## src/fspcu_regs.vh

```
/*
 Register map, command codes, array port encodings and constants of the
 flash self-programming command unit.
 Assumes inclusion by bare name from the design file.
*/
`ifndef FSPCU_REGS_VH
`define FSPCU_REGS_VH

// Register byte offsets
`define FSPCU_OFS_CMD 8'h00
`define FSPCU_OFS_CTRLA 8'h04
`define FSPCU_OFS_CCP 8'h08
`define FSPCU_OFS_ADDR 8'h0C
`define FSPCU_OFS_DATA 8'h10
`define FSPCU_OFS_STATUS 8'h14

// Field positions
`define FSPCU_CTRLA_EXEC 0
`define FSPCU_ST_BUSY 0
`define FSPCU_ST_FLASH_SECTION_BUSY 1
`define FSPCU_ST_ABORT 2

// Protection key, value arbitrary
`define FSPCU_CCP_KEY 8'hC3

// Command codes
`define FSPCU_CMD_NOP 7'h00
`define FSPCU_CMD_READ_USER 7'h01
`define FSPCU_CMD_READ_PROD 7'h02
`define FSPCU_CMD_ERASE_USIG 7'h18
`define FSPCU_CMD_WRITE_USIG 7'h1A
`define FSPCU_CMD_ERASE_APP 7'h20
`define FSPCU_CMD_ERASE_APP_PG 7'h22
`define FSPCU_CMD_LOAD_BUF 7'h23
`define FSPCU_CMD_WRITE_APP_PG 7'h24
`define FSPCU_CMD_ERWR_APP_PG 7'h25
`define FSPCU_CMD_CLEAR_BUF 7'h26
`define FSPCU_CMD_ERASE_PG 7'h2B
`define FSPCU_CMD_WRITE_BOOT_PG 7'h2C
`define FSPCU_CMD_ERWR_BOOT_PG 7'h2D
`define FSPCU_CMD_WRITE_PG 7'h2E
`define FSPCU_CMD_ERWR_PG 7'h2F
`define FSPCU_CMD_APPLICATION_CHECKSUM_CMD 7'h38
`define FSPCU_CMD_BOOT_CRC 7'h39
`define FSPCU_CMD_RANGE_CRC 7'h3A

// Array port operations and spaces
`define FSPCU_OP_READ 3'h0
`define FSPCU_OP_WRITE 3'h1
`define FSPCU_OP_ERASE_PG 3'h2
`define FSPCU_OP_ERASE_APP 3'h3
`define FSPCU_OP_ERASE_SIG 3'h4
`define FSPCU_SP_FLASH 2'h0
`define FSPCU_SP_USER 2'h1
`define FSPCU_SP_PROD 2'h2

// Data constants
`define FSPCU_ERASED 16'hFFFF
`define FSPCU_CRC_POLY 16'h1021
`define FSPCU_CRC_INIT 16'hFFFF

`endif

```

## src/fspcu_top.v

```verilog
/*
 Flash self-programming command unit: command register, protection window,
 page buffer, page erase/write sequencing, section and range checksums,
 signature row access, busy and CPU halt reporting, Avalon-MM slave.
 Assumes the core holds its byte-read and store requests as one-cycle pulses
 with the pointer valid in the same cycle, and an array that completes each
 presented operation with a one-cycle fl_done.
*/
// Register access over Avalon-MM and the register offsets were left to the implementer.
`timescale 1ns/1ps
`include "fspcu_regs.vh"

module fspcu_top #(
  parameter ADDR_W = 16,
  parameter PW_LOG2 = 6,
  parameter BOOT_START_PAGE = 480,
  parameter [3:0] CCP_WINDOW = 4'h4
) (
  // Clock and reset
  input wire clk_sys,
  input wire rst_n,
  // Avalon-MM slave
  input wire [7:0] avs_address,
  input wire avs_read,
  input wire avs_write,
  input wire [3:0] avs_byteenable,
  input wire [31:0] avs_writedata,
  output reg [31:0] avs_readdata,
  output wire avs_waitrequest,
  // Core side
  input wire [ADDR_W-1:0] z_pointer,
  input wire [15:0] word_data_registers,
  input wire program_memory_byte_read,
  input wire program_memory_store,
  input wire boot_lock_programmed,
  output reg [7:0] byte_read_data,
  output reg byte_read_valid,
  output reg cpu_halt,
  output wire nvm_busy,
  output wire flash_section_busy,
  output wire app_access_blocked,
  // Flash array port
  output reg fl_valid,
  output reg [2:0] fl_op,
  output reg [1:0] fl_space,
  output reg [ADDR_W-2:0] fl_addr,
  output reg [15:0] fl_wdata,
  input wire fl_done,
  input wire [15:0] fl_rdata
);

  localparam PAGE_W = ADDR_W - 1 - PW_LOG2;
  localparam PAGE_WORDS = 1 << PW_LOG2;
  localparam [PAGE_W-1:0] BOOT_PG = BOOT_START_PAGE;
  localparam [ADDR_W-2:0] BOOT_WORD = {BOOT_PG, {PW_LOG2{1'b0}}};
  localparam [ADDR_W-2:0] TOP_WORD = {(ADDR_W-1){1'b1}};
  localparam [PW_LOG2-1:0] LAST_IDX = {PW_LOG2{1'b1}};

  localparam [2:0] ST_IDLE = 3'h0;
  localparam [2:0] ST_READ = 3'h1;
  localparam [2:0] ST_CLEAR = 3'h2;
  localparam [2:0] ST_ERASE = 3'h3;
  localparam [2:0] ST_WRITE = 3'h4;
  localparam [2:0] ST_CRC = 3'h5;
  localparam [2:0] ST_POSTCLR = 3'h6;

  reg [2:0] state;
  reg bus_ack;
  reg [6:0] cmd_sel;
  reg [23:0] nvm_addr;
  reg [23:0] nvm_data;
  reg abort_flag;
  reg [3:0] ccp_cnt;
  reg [PAGE_W-1:0] op_page;
  reg [PW_LOG2-1:0] widx;
  reg write_after;
  reg post_clear;
  reg byte_sel;
  reg range_lock;
  reg [ADDR_W-2:0] crc_end;
  reg [15:0] crc_val;
  reg [31:0] rd_mux;

  wire [PAGE_W-1:0] z_page = z_pointer[ADDR_W-1:PW_LOG2+1];
  wire [PW_LOG2-1:0] z_word = z_pointer[PW_LOG2:1];
  wire z_boot = z_page >= BOOT_PG;
  wire idle = state == ST_IDLE;
  wire ccp_open = ccp_cnt != 4'h0;
  wire busy = !(idle || state == ST_READ);
  wire bus_req = avs_read | avs_write;
  wire wr_go = avs_write & bus_ack;
  wire wr_ctrla = wr_go && avs_address == `FSPCU_OFS_CTRLA && avs_byteenable[0];
  // Only the buffer load is accepted outside the protection window
  wire store_go = program_memory_store && idle &&
                  (cmd_sel == `FSPCU_CMD_LOAD_BUF || ccp_open);
  wire exec_go = wr_ctrla && avs_writedata[`FSPCU_CTRLA_EXEC] && ccp_open && idle;
  wire buf_load = store_go && cmd_sel == `FSPCU_CMD_LOAD_BUF;
  wire buf_clear = state == ST_CLEAR || state == ST_POSTCLR;
  wire [ADDR_W-2:0] crc_next = fl_addr + 1'b1;
  wire [PW_LOG2-1:0] widx_next = widx + 1'b1;
  wire [PAGE_WORDS*16-1:0] buf_flat;

  assign avs_waitrequest = bus_req & ~bus_ack;
  assign nvm_busy = busy;
  assign flash_section_busy = state == ST_ERASE || state == ST_WRITE;
  assign app_access_blocked = flash_section_busy;

  genvar g;
  generate
    for (g = 0; g < PAGE_WORDS; g = g + 1) begin : gen_buf
      localparam [PW_LOG2-1:0] IDX = g;
      reg [15:0] word;
      reg loaded;
      always @(posedge clk_sys) begin
        if (!rst_n) begin
          word <= `FSPCU_ERASED;
          loaded <= 1'b0;
        end else if (buf_clear) begin
          loaded <= 1'b0;
        end else if (buf_load && z_word == IDX) begin
          word <= word_data_registers;
          loaded <= 1'b1;
        end
      end
      assign buf_flat[g*16 +: 16] = loaded ? word : `FSPCU_ERASED;
    end
  endgenerate

  function [15:0] crc16_word;
    input [15:0] c;
    input [15:0] d;
    integer i;
    reg [15:0] r;
    begin
      r = c;
      for (i = 15; i >= 0; i = i - 1) begin
        r = (r[15] ^ d[i]) ? ({r[14:0], 1'b0} ^ `FSPCU_CRC_POLY) : {r[14:0], 1'b0};
      end
      crc16_word = r;
    end
  endfunction

  function [23:0] merge24;
    input [23:0] old;
    input [31:0] nw;
    input [3:0] be;
    begin
      merge24[7:0] = be[0] ? nw[7:0] : old[7:0];
      merge24[15:8] = be[1] ? nw[15:8] : old[15:8];
      merge24[23:16] = be[2] ? nw[23:16] : old[23:16];
    end
  endfunction

  always @* begin
    case (avs_address)
      `FSPCU_OFS_CMD: rd_mux = {25'h000_0000, cmd_sel};
      `FSPCU_OFS_CTRLA: rd_mux = 32'h0000_0000;
      `FSPCU_OFS_CCP: rd_mux = {31'h0000_0000, ccp_open};
      `FSPCU_OFS_ADDR: rd_mux = {8'h00, nvm_addr};
      `FSPCU_OFS_DATA: rd_mux = {8'h00, nvm_data};
      `FSPCU_OFS_STATUS: rd_mux = {29'h0000_0000, abort_flag, flash_section_busy, busy};
      default: rd_mux = 32'h0000_0000;
    endcase
  end

  always @(posedge clk_sys) begin
    if (!rst_n) begin
      bus_ack <= 1'b0;
      avs_readdata <= 32'h0000_0000;
    end else begin
      bus_ack <= bus_req & ~bus_ack;
      if (avs_read && !bus_ack) begin
        avs_readdata <= rd_mux;
      end
    end
  end

  // Array operations start through this task so valid, op, space, start address and next state are set together
  task launch;
    input [2:0] op;
    input [1:0] sp;
    input [ADDR_W-2:0] a;
    input [2:0] st;
    begin
      fl_valid <= 1'b1;
      fl_op <= op;
      fl_space <= sp;
      fl_addr <= a;
      state <= st;
    end
  endtask

  task finish;
    begin
      fl_valid <= 1'b0;
      cpu_halt <= 1'b0;
      state <= ST_IDLE;
    end
  endtask

  always @(posedge clk_sys) begin
    if (!rst_n) begin
      state <= ST_IDLE;
      cmd_sel <= `FSPCU_CMD_NOP;
      nvm_addr <= 24'h00_0000;
      nvm_data <= 24'h00_0000;
      abort_flag <= 1'b0;
      ccp_cnt <= 4'h0;
      op_page <= {PAGE_W{1'b0}};
      widx <= {PW_LOG2{1'b0}};
      write_after <= 1'b0;
      post_clear <= 1'b0;
      byte_sel <= 1'b0;
      range_lock <= 1'b0;
      crc_end <= {(ADDR_W-1){1'b0}};
      crc_val <= `FSPCU_CRC_INIT;
      byte_read_data <= 8'h00;
      byte_read_valid <= 1'b0;
      cpu_halt <= 1'b0;
      fl_valid <= 1'b0;
      fl_op <= `FSPCU_OP_READ;
      fl_space <= `FSPCU_SP_FLASH;
      fl_addr <= {(ADDR_W-1){1'b0}};
      fl_wdata <= `FSPCU_ERASED;
    end else begin
      byte_read_valid <= 1'b0;
      // Register writes; hardware results below take priority
      if (wr_go && avs_address == `FSPCU_OFS_CMD && avs_byteenable[0]) begin
        cmd_sel <= avs_writedata[6:0];
      end
      if (wr_go && avs_address == `FSPCU_OFS_ADDR) begin
        nvm_addr <= merge24(nvm_addr, avs_writedata, avs_byteenable);
      end
      if (wr_go && avs_address == `FSPCU_OFS_DATA) begin
        nvm_data <= merge24(nvm_data, avs_writedata, avs_byteenable);
      end
      if (wr_go && avs_address == `FSPCU_OFS_STATUS && avs_byteenable[0] &&
          avs_writedata[`FSPCU_ST_ABORT]) begin
        abort_flag <= 1'b0;
      end
      if (wr_go && avs_address == `FSPCU_OFS_CCP && avs_byteenable[0] &&
          avs_writedata[7:0] == `FSPCU_CCP_KEY) begin
        ccp_cnt <= CCP_WINDOW;
      end else if (store_go || exec_go) begin
        ccp_cnt <= 4'h0;
      end else if (ccp_open) begin
        ccp_cnt <= ccp_cnt - 4'h1;
      end
      case (state)
        ST_IDLE: begin
          if (program_memory_byte_read) begin
            byte_sel <= z_pointer[0];
            if (cmd_sel == `FSPCU_CMD_READ_USER) begin
              launch(`FSPCU_OP_READ, `FSPCU_SP_USER, z_pointer[ADDR_W-1:1], ST_READ);
            end else if (cmd_sel == `FSPCU_CMD_READ_PROD) begin
              launch(`FSPCU_OP_READ, `FSPCU_SP_PROD, z_pointer[ADDR_W-1:1], ST_READ);
            end else begin
              launch(`FSPCU_OP_READ, `FSPCU_SP_FLASH, z_pointer[ADDR_W-1:1], ST_READ);
            end
          end else if (store_go) begin
            op_page <= z_page;
            widx <= {PW_LOG2{1'b0}};
            fl_wdata <= buf_flat[15:0];
            write_after <= 1'b0;
            post_clear <= 1'b0;
            case (cmd_sel)
              `FSPCU_CMD_ERASE_PG: begin
                cpu_halt <= z_boot;
                launch(`FSPCU_OP_ERASE_PG, `FSPCU_SP_FLASH, {z_page, LAST_IDX ^ LAST_IDX}, ST_ERASE);
              end
              `FSPCU_CMD_WRITE_PG: begin
                cpu_halt <= z_boot;
                launch(`FSPCU_OP_WRITE, `FSPCU_SP_FLASH, {z_page, LAST_IDX ^ LAST_IDX}, ST_WRITE);
              end
              `FSPCU_CMD_ERWR_PG: begin
                cpu_halt <= z_boot;
                write_after <= 1'b1;
                launch(`FSPCU_OP_ERASE_PG, `FSPCU_SP_FLASH, {z_page, LAST_IDX ^ LAST_IDX}, ST_ERASE);
              end
              `FSPCU_CMD_ERASE_APP_PG, `FSPCU_CMD_WRITE_APP_PG, `FSPCU_CMD_ERWR_APP_PG: begin
                // A page outside the application section aborts without busy
                if (z_boot) begin
                  abort_flag <= 1'b1;
                end else begin
                  write_after <= cmd_sel == `FSPCU_CMD_ERWR_APP_PG;
                  if (cmd_sel == `FSPCU_CMD_WRITE_APP_PG) begin
                    launch(`FSPCU_OP_WRITE, `FSPCU_SP_FLASH, {z_page, LAST_IDX ^ LAST_IDX}, ST_WRITE);
                  end else begin
                    launch(`FSPCU_OP_ERASE_PG, `FSPCU_SP_FLASH, {z_page, LAST_IDX ^ LAST_IDX}, ST_ERASE);
                  end
                end
              end
              `FSPCU_CMD_WRITE_BOOT_PG, `FSPCU_CMD_ERWR_BOOT_PG: begin
                if (!z_boot) begin
                  abort_flag <= 1'b1;
                end else begin
                  cpu_halt <= 1'b1;
                  write_after <= cmd_sel == `FSPCU_CMD_ERWR_BOOT_PG;
                  if (cmd_sel == `FSPCU_CMD_WRITE_BOOT_PG) begin
                    launch(`FSPCU_OP_WRITE, `FSPCU_SP_FLASH, {z_page, LAST_IDX ^ LAST_IDX}, ST_WRITE);
                  end else begin
                    launch(`FSPCU_OP_ERASE_PG, `FSPCU_SP_FLASH, {z_page, LAST_IDX ^ LAST_IDX}, ST_ERASE);
                  end
                end
              end
              `FSPCU_CMD_ERASE_APP: begin
                cpu_halt <= 1'b1;
                launch(`FSPCU_OP_ERASE_APP, `FSPCU_SP_FLASH, {(ADDR_W-1){1'b0}}, ST_ERASE);
              end
              `FSPCU_CMD_ERASE_USIG: begin
                cpu_halt <= 1'b1;
                launch(`FSPCU_OP_ERASE_SIG, `FSPCU_SP_USER, {(ADDR_W-1){1'b0}}, ST_ERASE);
              end
              `FSPCU_CMD_WRITE_USIG: begin
                cpu_halt <= 1'b1;
                op_page <= {PAGE_W{1'b0}};
                post_clear <= 1'b1;
                launch(`FSPCU_OP_WRITE, `FSPCU_SP_USER, {(ADDR_W-1){1'b0}}, ST_WRITE);
              end
              default: begin
                state <= ST_IDLE;
              end
            endcase
          end else if (exec_go) begin
            crc_val <= `FSPCU_CRC_INIT;
            range_lock <= 1'b0;
            case (cmd_sel)
              `FSPCU_CMD_CLEAR_BUF: begin
                state <= ST_CLEAR;
              end
              `FSPCU_CMD_APPLICATION_CHECKSUM_CMD: begin
                cpu_halt <= 1'b1;
                crc_end <= BOOT_WORD - 1'b1;
                launch(`FSPCU_OP_READ, `FSPCU_SP_FLASH, {(ADDR_W-1){1'b0}}, ST_CRC);
              end
              `FSPCU_CMD_BOOT_CRC: begin
                cpu_halt <= 1'b1;
                crc_end <= TOP_WORD;
                launch(`FSPCU_OP_READ, `FSPCU_SP_FLASH, BOOT_WORD, ST_CRC);
              end
              `FSPCU_CMD_RANGE_CRC: begin
                // Word granular: an odd byte count reads one extra byte
                if (boot_lock_programmed && nvm_addr[ADDR_W-1:1] >= BOOT_WORD) begin
                  abort_flag <= 1'b1;
                end else begin
                  cpu_halt <= 1'b1;
                  range_lock <= 1'b1;
                  crc_end <= nvm_data[ADDR_W-1:1];
                  launch(`FSPCU_OP_READ, `FSPCU_SP_FLASH, nvm_addr[ADDR_W-1:1], ST_CRC);
                end
              end
              default: begin
                state <= ST_IDLE;
              end
            endcase
          end
        end
        ST_READ: begin
          if (fl_done) begin
            byte_read_data <= byte_sel ? fl_rdata[15:8] : fl_rdata[7:0];
            byte_read_valid <= 1'b1;
            finish;
          end
        end
        ST_ERASE: begin
          if (fl_done) begin
            if (write_after) begin
              launch(`FSPCU_OP_WRITE, fl_space, {op_page, LAST_IDX ^ LAST_IDX}, ST_WRITE);
            end else begin
              finish;
            end
          end
        end
        ST_WRITE: begin
          if (fl_done) begin
            if (widx == LAST_IDX) begin
              if (post_clear) begin
                // Buffer is cleared after the row write with the core running
                fl_valid <= 1'b0;
                cpu_halt <= 1'b0;
                state <= ST_POSTCLR;
              end else begin
                finish;
              end
            end else begin
              widx <= widx_next;
              fl_addr <= {op_page, widx_next};
              fl_wdata <= buf_flat[widx_next*16 +: 16];
            end
          end
        end
        ST_CRC: begin
          if (fl_done) begin
            if (fl_addr == crc_end) begin
              nvm_data <= {8'h00, crc16_word(crc_val, fl_rdata)};
              finish;
            end else if (range_lock && boot_lock_programmed && crc_next >= BOOT_WORD) begin
              abort_flag <= 1'b1;
              finish;
            end else begin
              crc_val <= crc16_word(crc_val, fl_rdata);
              fl_addr <= crc_next;
            end
          end
        end
        ST_CLEAR, ST_POSTCLR: begin
          finish;
        end
        default: begin
          finish;
        end
      endcase
    end
  end

endmodule

```

## config.mk

```make
export PLATFORM = sky130hd
export DESIGN_NAME = fspcu_top
export DESIGN_NICKNAME = d
export VERILOG_FILES = /design/src/fspcu_top.v
export VERILOG_INCLUDE_DIRS = /design/src /design/src/src
export SDC_FILE = /design/constraint.sdc
export NUM_CORES = 2
export LEC_CHECK = 0
export ABC_AREA = 1
export BUFFER_PORTS_ARGS = -buffer_cell sky130_fd_sc_hd__buf_2
export CAP_MARGIN = 40
export CORE_MARGIN = 3
export CORE_UTILIZATION = 30
export CTS_BUF_LIST = sky130_fd_sc_hd__clkbuf_4
export DETAILED_ROUTE_END_ITERATION = 10
export SLEW_MARGIN = 20
export SYNTH_ARGS = -nofsm -noshare
export SYNTH_HDL_FRONTEND = slang
export SYNTH_SLANG_ARGS = --single-unit
```

## constraint.sdc

```tcl
create_clock -name clk_sys -period 4.1 [get_ports clk_sys]
set_input_delay 0.205 -clock clk_sys [delete_from_list [all_inputs] [get_ports clk_sys]]
set_output_delay 0.205 -clock clk_sys [all_outputs]
set_load 0.1 [all_outputs]
```

==> reports/metrics.yaml <==
grt_usage: 0.208
detail_route.iter0.violations: 5487
final_cells: 10094
status: "finished with violations"
antenna_found_initial: 8
whs_endpoint: "nvm_data[1]"
routedWlPerCell_um: 20.4
fin_hold_ws_ns: 0.158
holdPathStages: 5
numCtsBuffers: 351
fmax_ghz: 0.240
async_flop_share: 0
period_minus_slack_ns: 4.16
min_path_type: "in -> reg"
synth.ff_latch_count: 1273
relSlewSlack: 0.318
synth_cell_types: 49
cts_tree: "built"
num_vias: 54603
yosysWarnings: 0
cts_buffer_depth: 4
fin_nets: 7513
fillers: 19012
cp_max_fo: 16
clk_pin_slew_worst_paths_ns: 0.06
path_common_cell: "dlygate4sd3_1"
finalWorstSetupSlack_ns: -0.0589
dpl.cell_count: 9258
synth-edff-count: 0
hp-start: "fl_done"
cp_top_family: "buffers and inverters"
detail-route-antenna-nets: 0
drv_cap: 0
routed_wl_mm: 206
reg2reg_depth: 14
path_class: "in -> reg"
htree_levels: 5
syn_to_final_growth_pct: 17.6
finalSetupViolCount: 8
postSynthCellCount: 7128
syn_area_mm2: 0.0553
rsz0062_at_grt: "yes"
die_area_mm2: 0.190
arrival_ns: 5.32
port-buffer-count: 165
synth.avg_cell_area_um2: 7.76
gp_congestion: 0.937
ir_drop_mv: 0.444
grt_pass1_vias: 51303
grt_max_degree: 223
die_h_um: 436
tns_ns: -0.189
fp-row-count: 157
ys.flop_type: "dfxtp_1"
drive_gt1_frac: 0.127
end_kind: "register"
ys_seq_area_frac: 0.460
start_kind: "input pin"
die_w_um: 436
cts.sinks: 1273
slowest_stage: "dlygate4sd3_1"
slew_viol_final: 0
cp.required_ns: 5.26
vias_per_cell: 5.41
critPathBufInv: 8
root_buffer: "clkbuf_4"
io_pins: 183
final-seq-area_mm2: 0.0255
fin_skew_ns: 0.142
r2r-start: "crc_val[14]"
start_util: 0.302
cp_slowest_stage_delay_ns: 0.70
leakagePower_nw: 29.0
min_period_over_period: 1.01
grt_pass1_wl_mm: 313
reg2reg_slack_ns: 0.23
drcViolationCount: 0
insertion_delay_ns: 1.36
drt_first_pass_iters: 6
worstReg2RegEnd: "nvm_data[14]"
path_cells: "dlygate4sd3_1 > buf_2 > dlygate4sd3_1 > nor2_1 > nand2_1 > inv_1 > nand2_1 > dlygate4sd3_1 > nor4_1 > dlygate4sd3_1 > nand2_1 > o21ai_0 > dlygate4sd3_1 > a21oi_1 > dlygate4sd3_1"
coreArea_mm2: 0.183
powerDensity_mw_per_mm2: 599
startpoint: "avs_address[6]"
hold_violations: 0
grt_overflow: 0
tightest_slew_ns: 1.02
utilization: 0.355
multi_input_area_mm2: 0.0261
dpl.hpwl_mm: 129
violations: "setup timing"
[through the flow]
| stage | area (um^2) | power, mW | setup WS, ns |
|---|---|---|---|
| final | 65100 | 39.0 | -0.0589 |
| after floorplan | 55400 | 22.2 | 1.37 |
| after global placement | 58100 | 27.5 | 0.664 |
| after global routing | 65100 | 41.0 | -0.143 |
| after detailed placement | 58300 | 27.6 | 0.685 |
| after CTS | 65000 | 39.0 | 0.0563 |
[how the worst max path moves through the flow]
stage	endpoint	depth (start not counted)
after floorplan	crc_val[8]	13
after global placement	fl_wdata[15]	12
after detailed placement	fl_wdata[15]	12
after CTS	fl_addr[13]	14
after global routing	nvm_addr[10]	15
final	nvm_addr[10]	15
[timing repair]
action | 4_1_cts | 5_1_grt
setup buffers | 0 | 0
setup endpoints to repair | 0 | 15
hold buffers | 259 | 0
endpoints found under the hold margin | 1273 | 0
gates resized for setup | 0 | 3
[cells in the final DEF, fill, tap and decap left out, types with 213 or more instances in the layout]
master,instances
nor2_1,501
clkbuf_4,495
inv_1,286
a21oi_1,213
nand2_1,1662
o211ai_1,1189
dlygate4sd3_1,257
nand3_1,445
o21ai_0,316
dfxtp_1,1272
[flip-flops by register name, summed over array words and instances, names as in the netlist, 4 cells and up]
signal          cells
gen_buf.word     1024
gen_buf.loaded     64
avs_readdata       24
nvm_addr           24
nvm_data           24
crc_val            16
fl_wdata           16
crc_end            15
fl_addr            15
op_page             9
byte_read_data      8
cmd_sel             7
widx                6
ccp_cnt             4
[report_power, final]
part | switching (mW) | total (mW) | internal [mW] | leakage, nW
Combinational | 10.7 | 14.9 | 4.20 | 16.2
Sequential | 0.404 | 13.1 | 12.7 | 10.3
Clock | 5.32 | 11.1 | 5.73 | 2.46
[tightest hold or removal path, cell delays in order]
cell and delay, ns:
dlygate4sd3_1 0.54, buf_2 0.17, inv_1 0.16, nor2_2 0.17, a21oi_1 0.15
[cell type report]
type / count / share of cell area
multi-input combinational: 4870 / 0.401
sequential: 1273 / 0.391
timing repair buffer: 589 / 0.0780
clock buffer: 495 / 0.0571
tap: 2464 / 0.0474
inverter: 323 / 0.0191
clock inverter: 67 / 0.00557
antenna: 13 / 0.000500
[logic make-up (layout without fill, tap and decap cells)]
logic type,count (synthesis),in the layout,share of synthesized area
buf+inv,992,1474,0.0695
fa+ha+maj,5,5,0.00113
xor+xnor,37,37,0.00599
compound gates,2085,2085,0.260
flops,1273,1273,0.460
other cells,1,21,0.0000678
simple gates,2735,2735,0.202
[per-layer routing]
metal  up-vias  global-route usage  routed length [um]
li1      25883                   -                   -
met1     25939               0.271               86700
met2      2289               0.324               92200
met3       490              0.0441               15900
met4         2               0.109               11000
met5         -                   0                   9
[cells in the mapped netlist, types with 22 or more instances]
master	instances	area, um^2
a21oi_1	213	1070
buf_2	50	250
clkbuf_1	593	2230
dfxtp_1	1273	25500
inv_1	289	1080
inv_2	29	109
nand2_1	1663	6240
nand3_1	445	2230
nor2_1	502	1880
o211ai_1	1189	8930
o21ai_0	317	1590
o221ai_1	204	1790
o22ai_1	105	657
or2_2	60	375
xor2_1	22	193
Note: power is estimated with default switching activity, not from simulation.
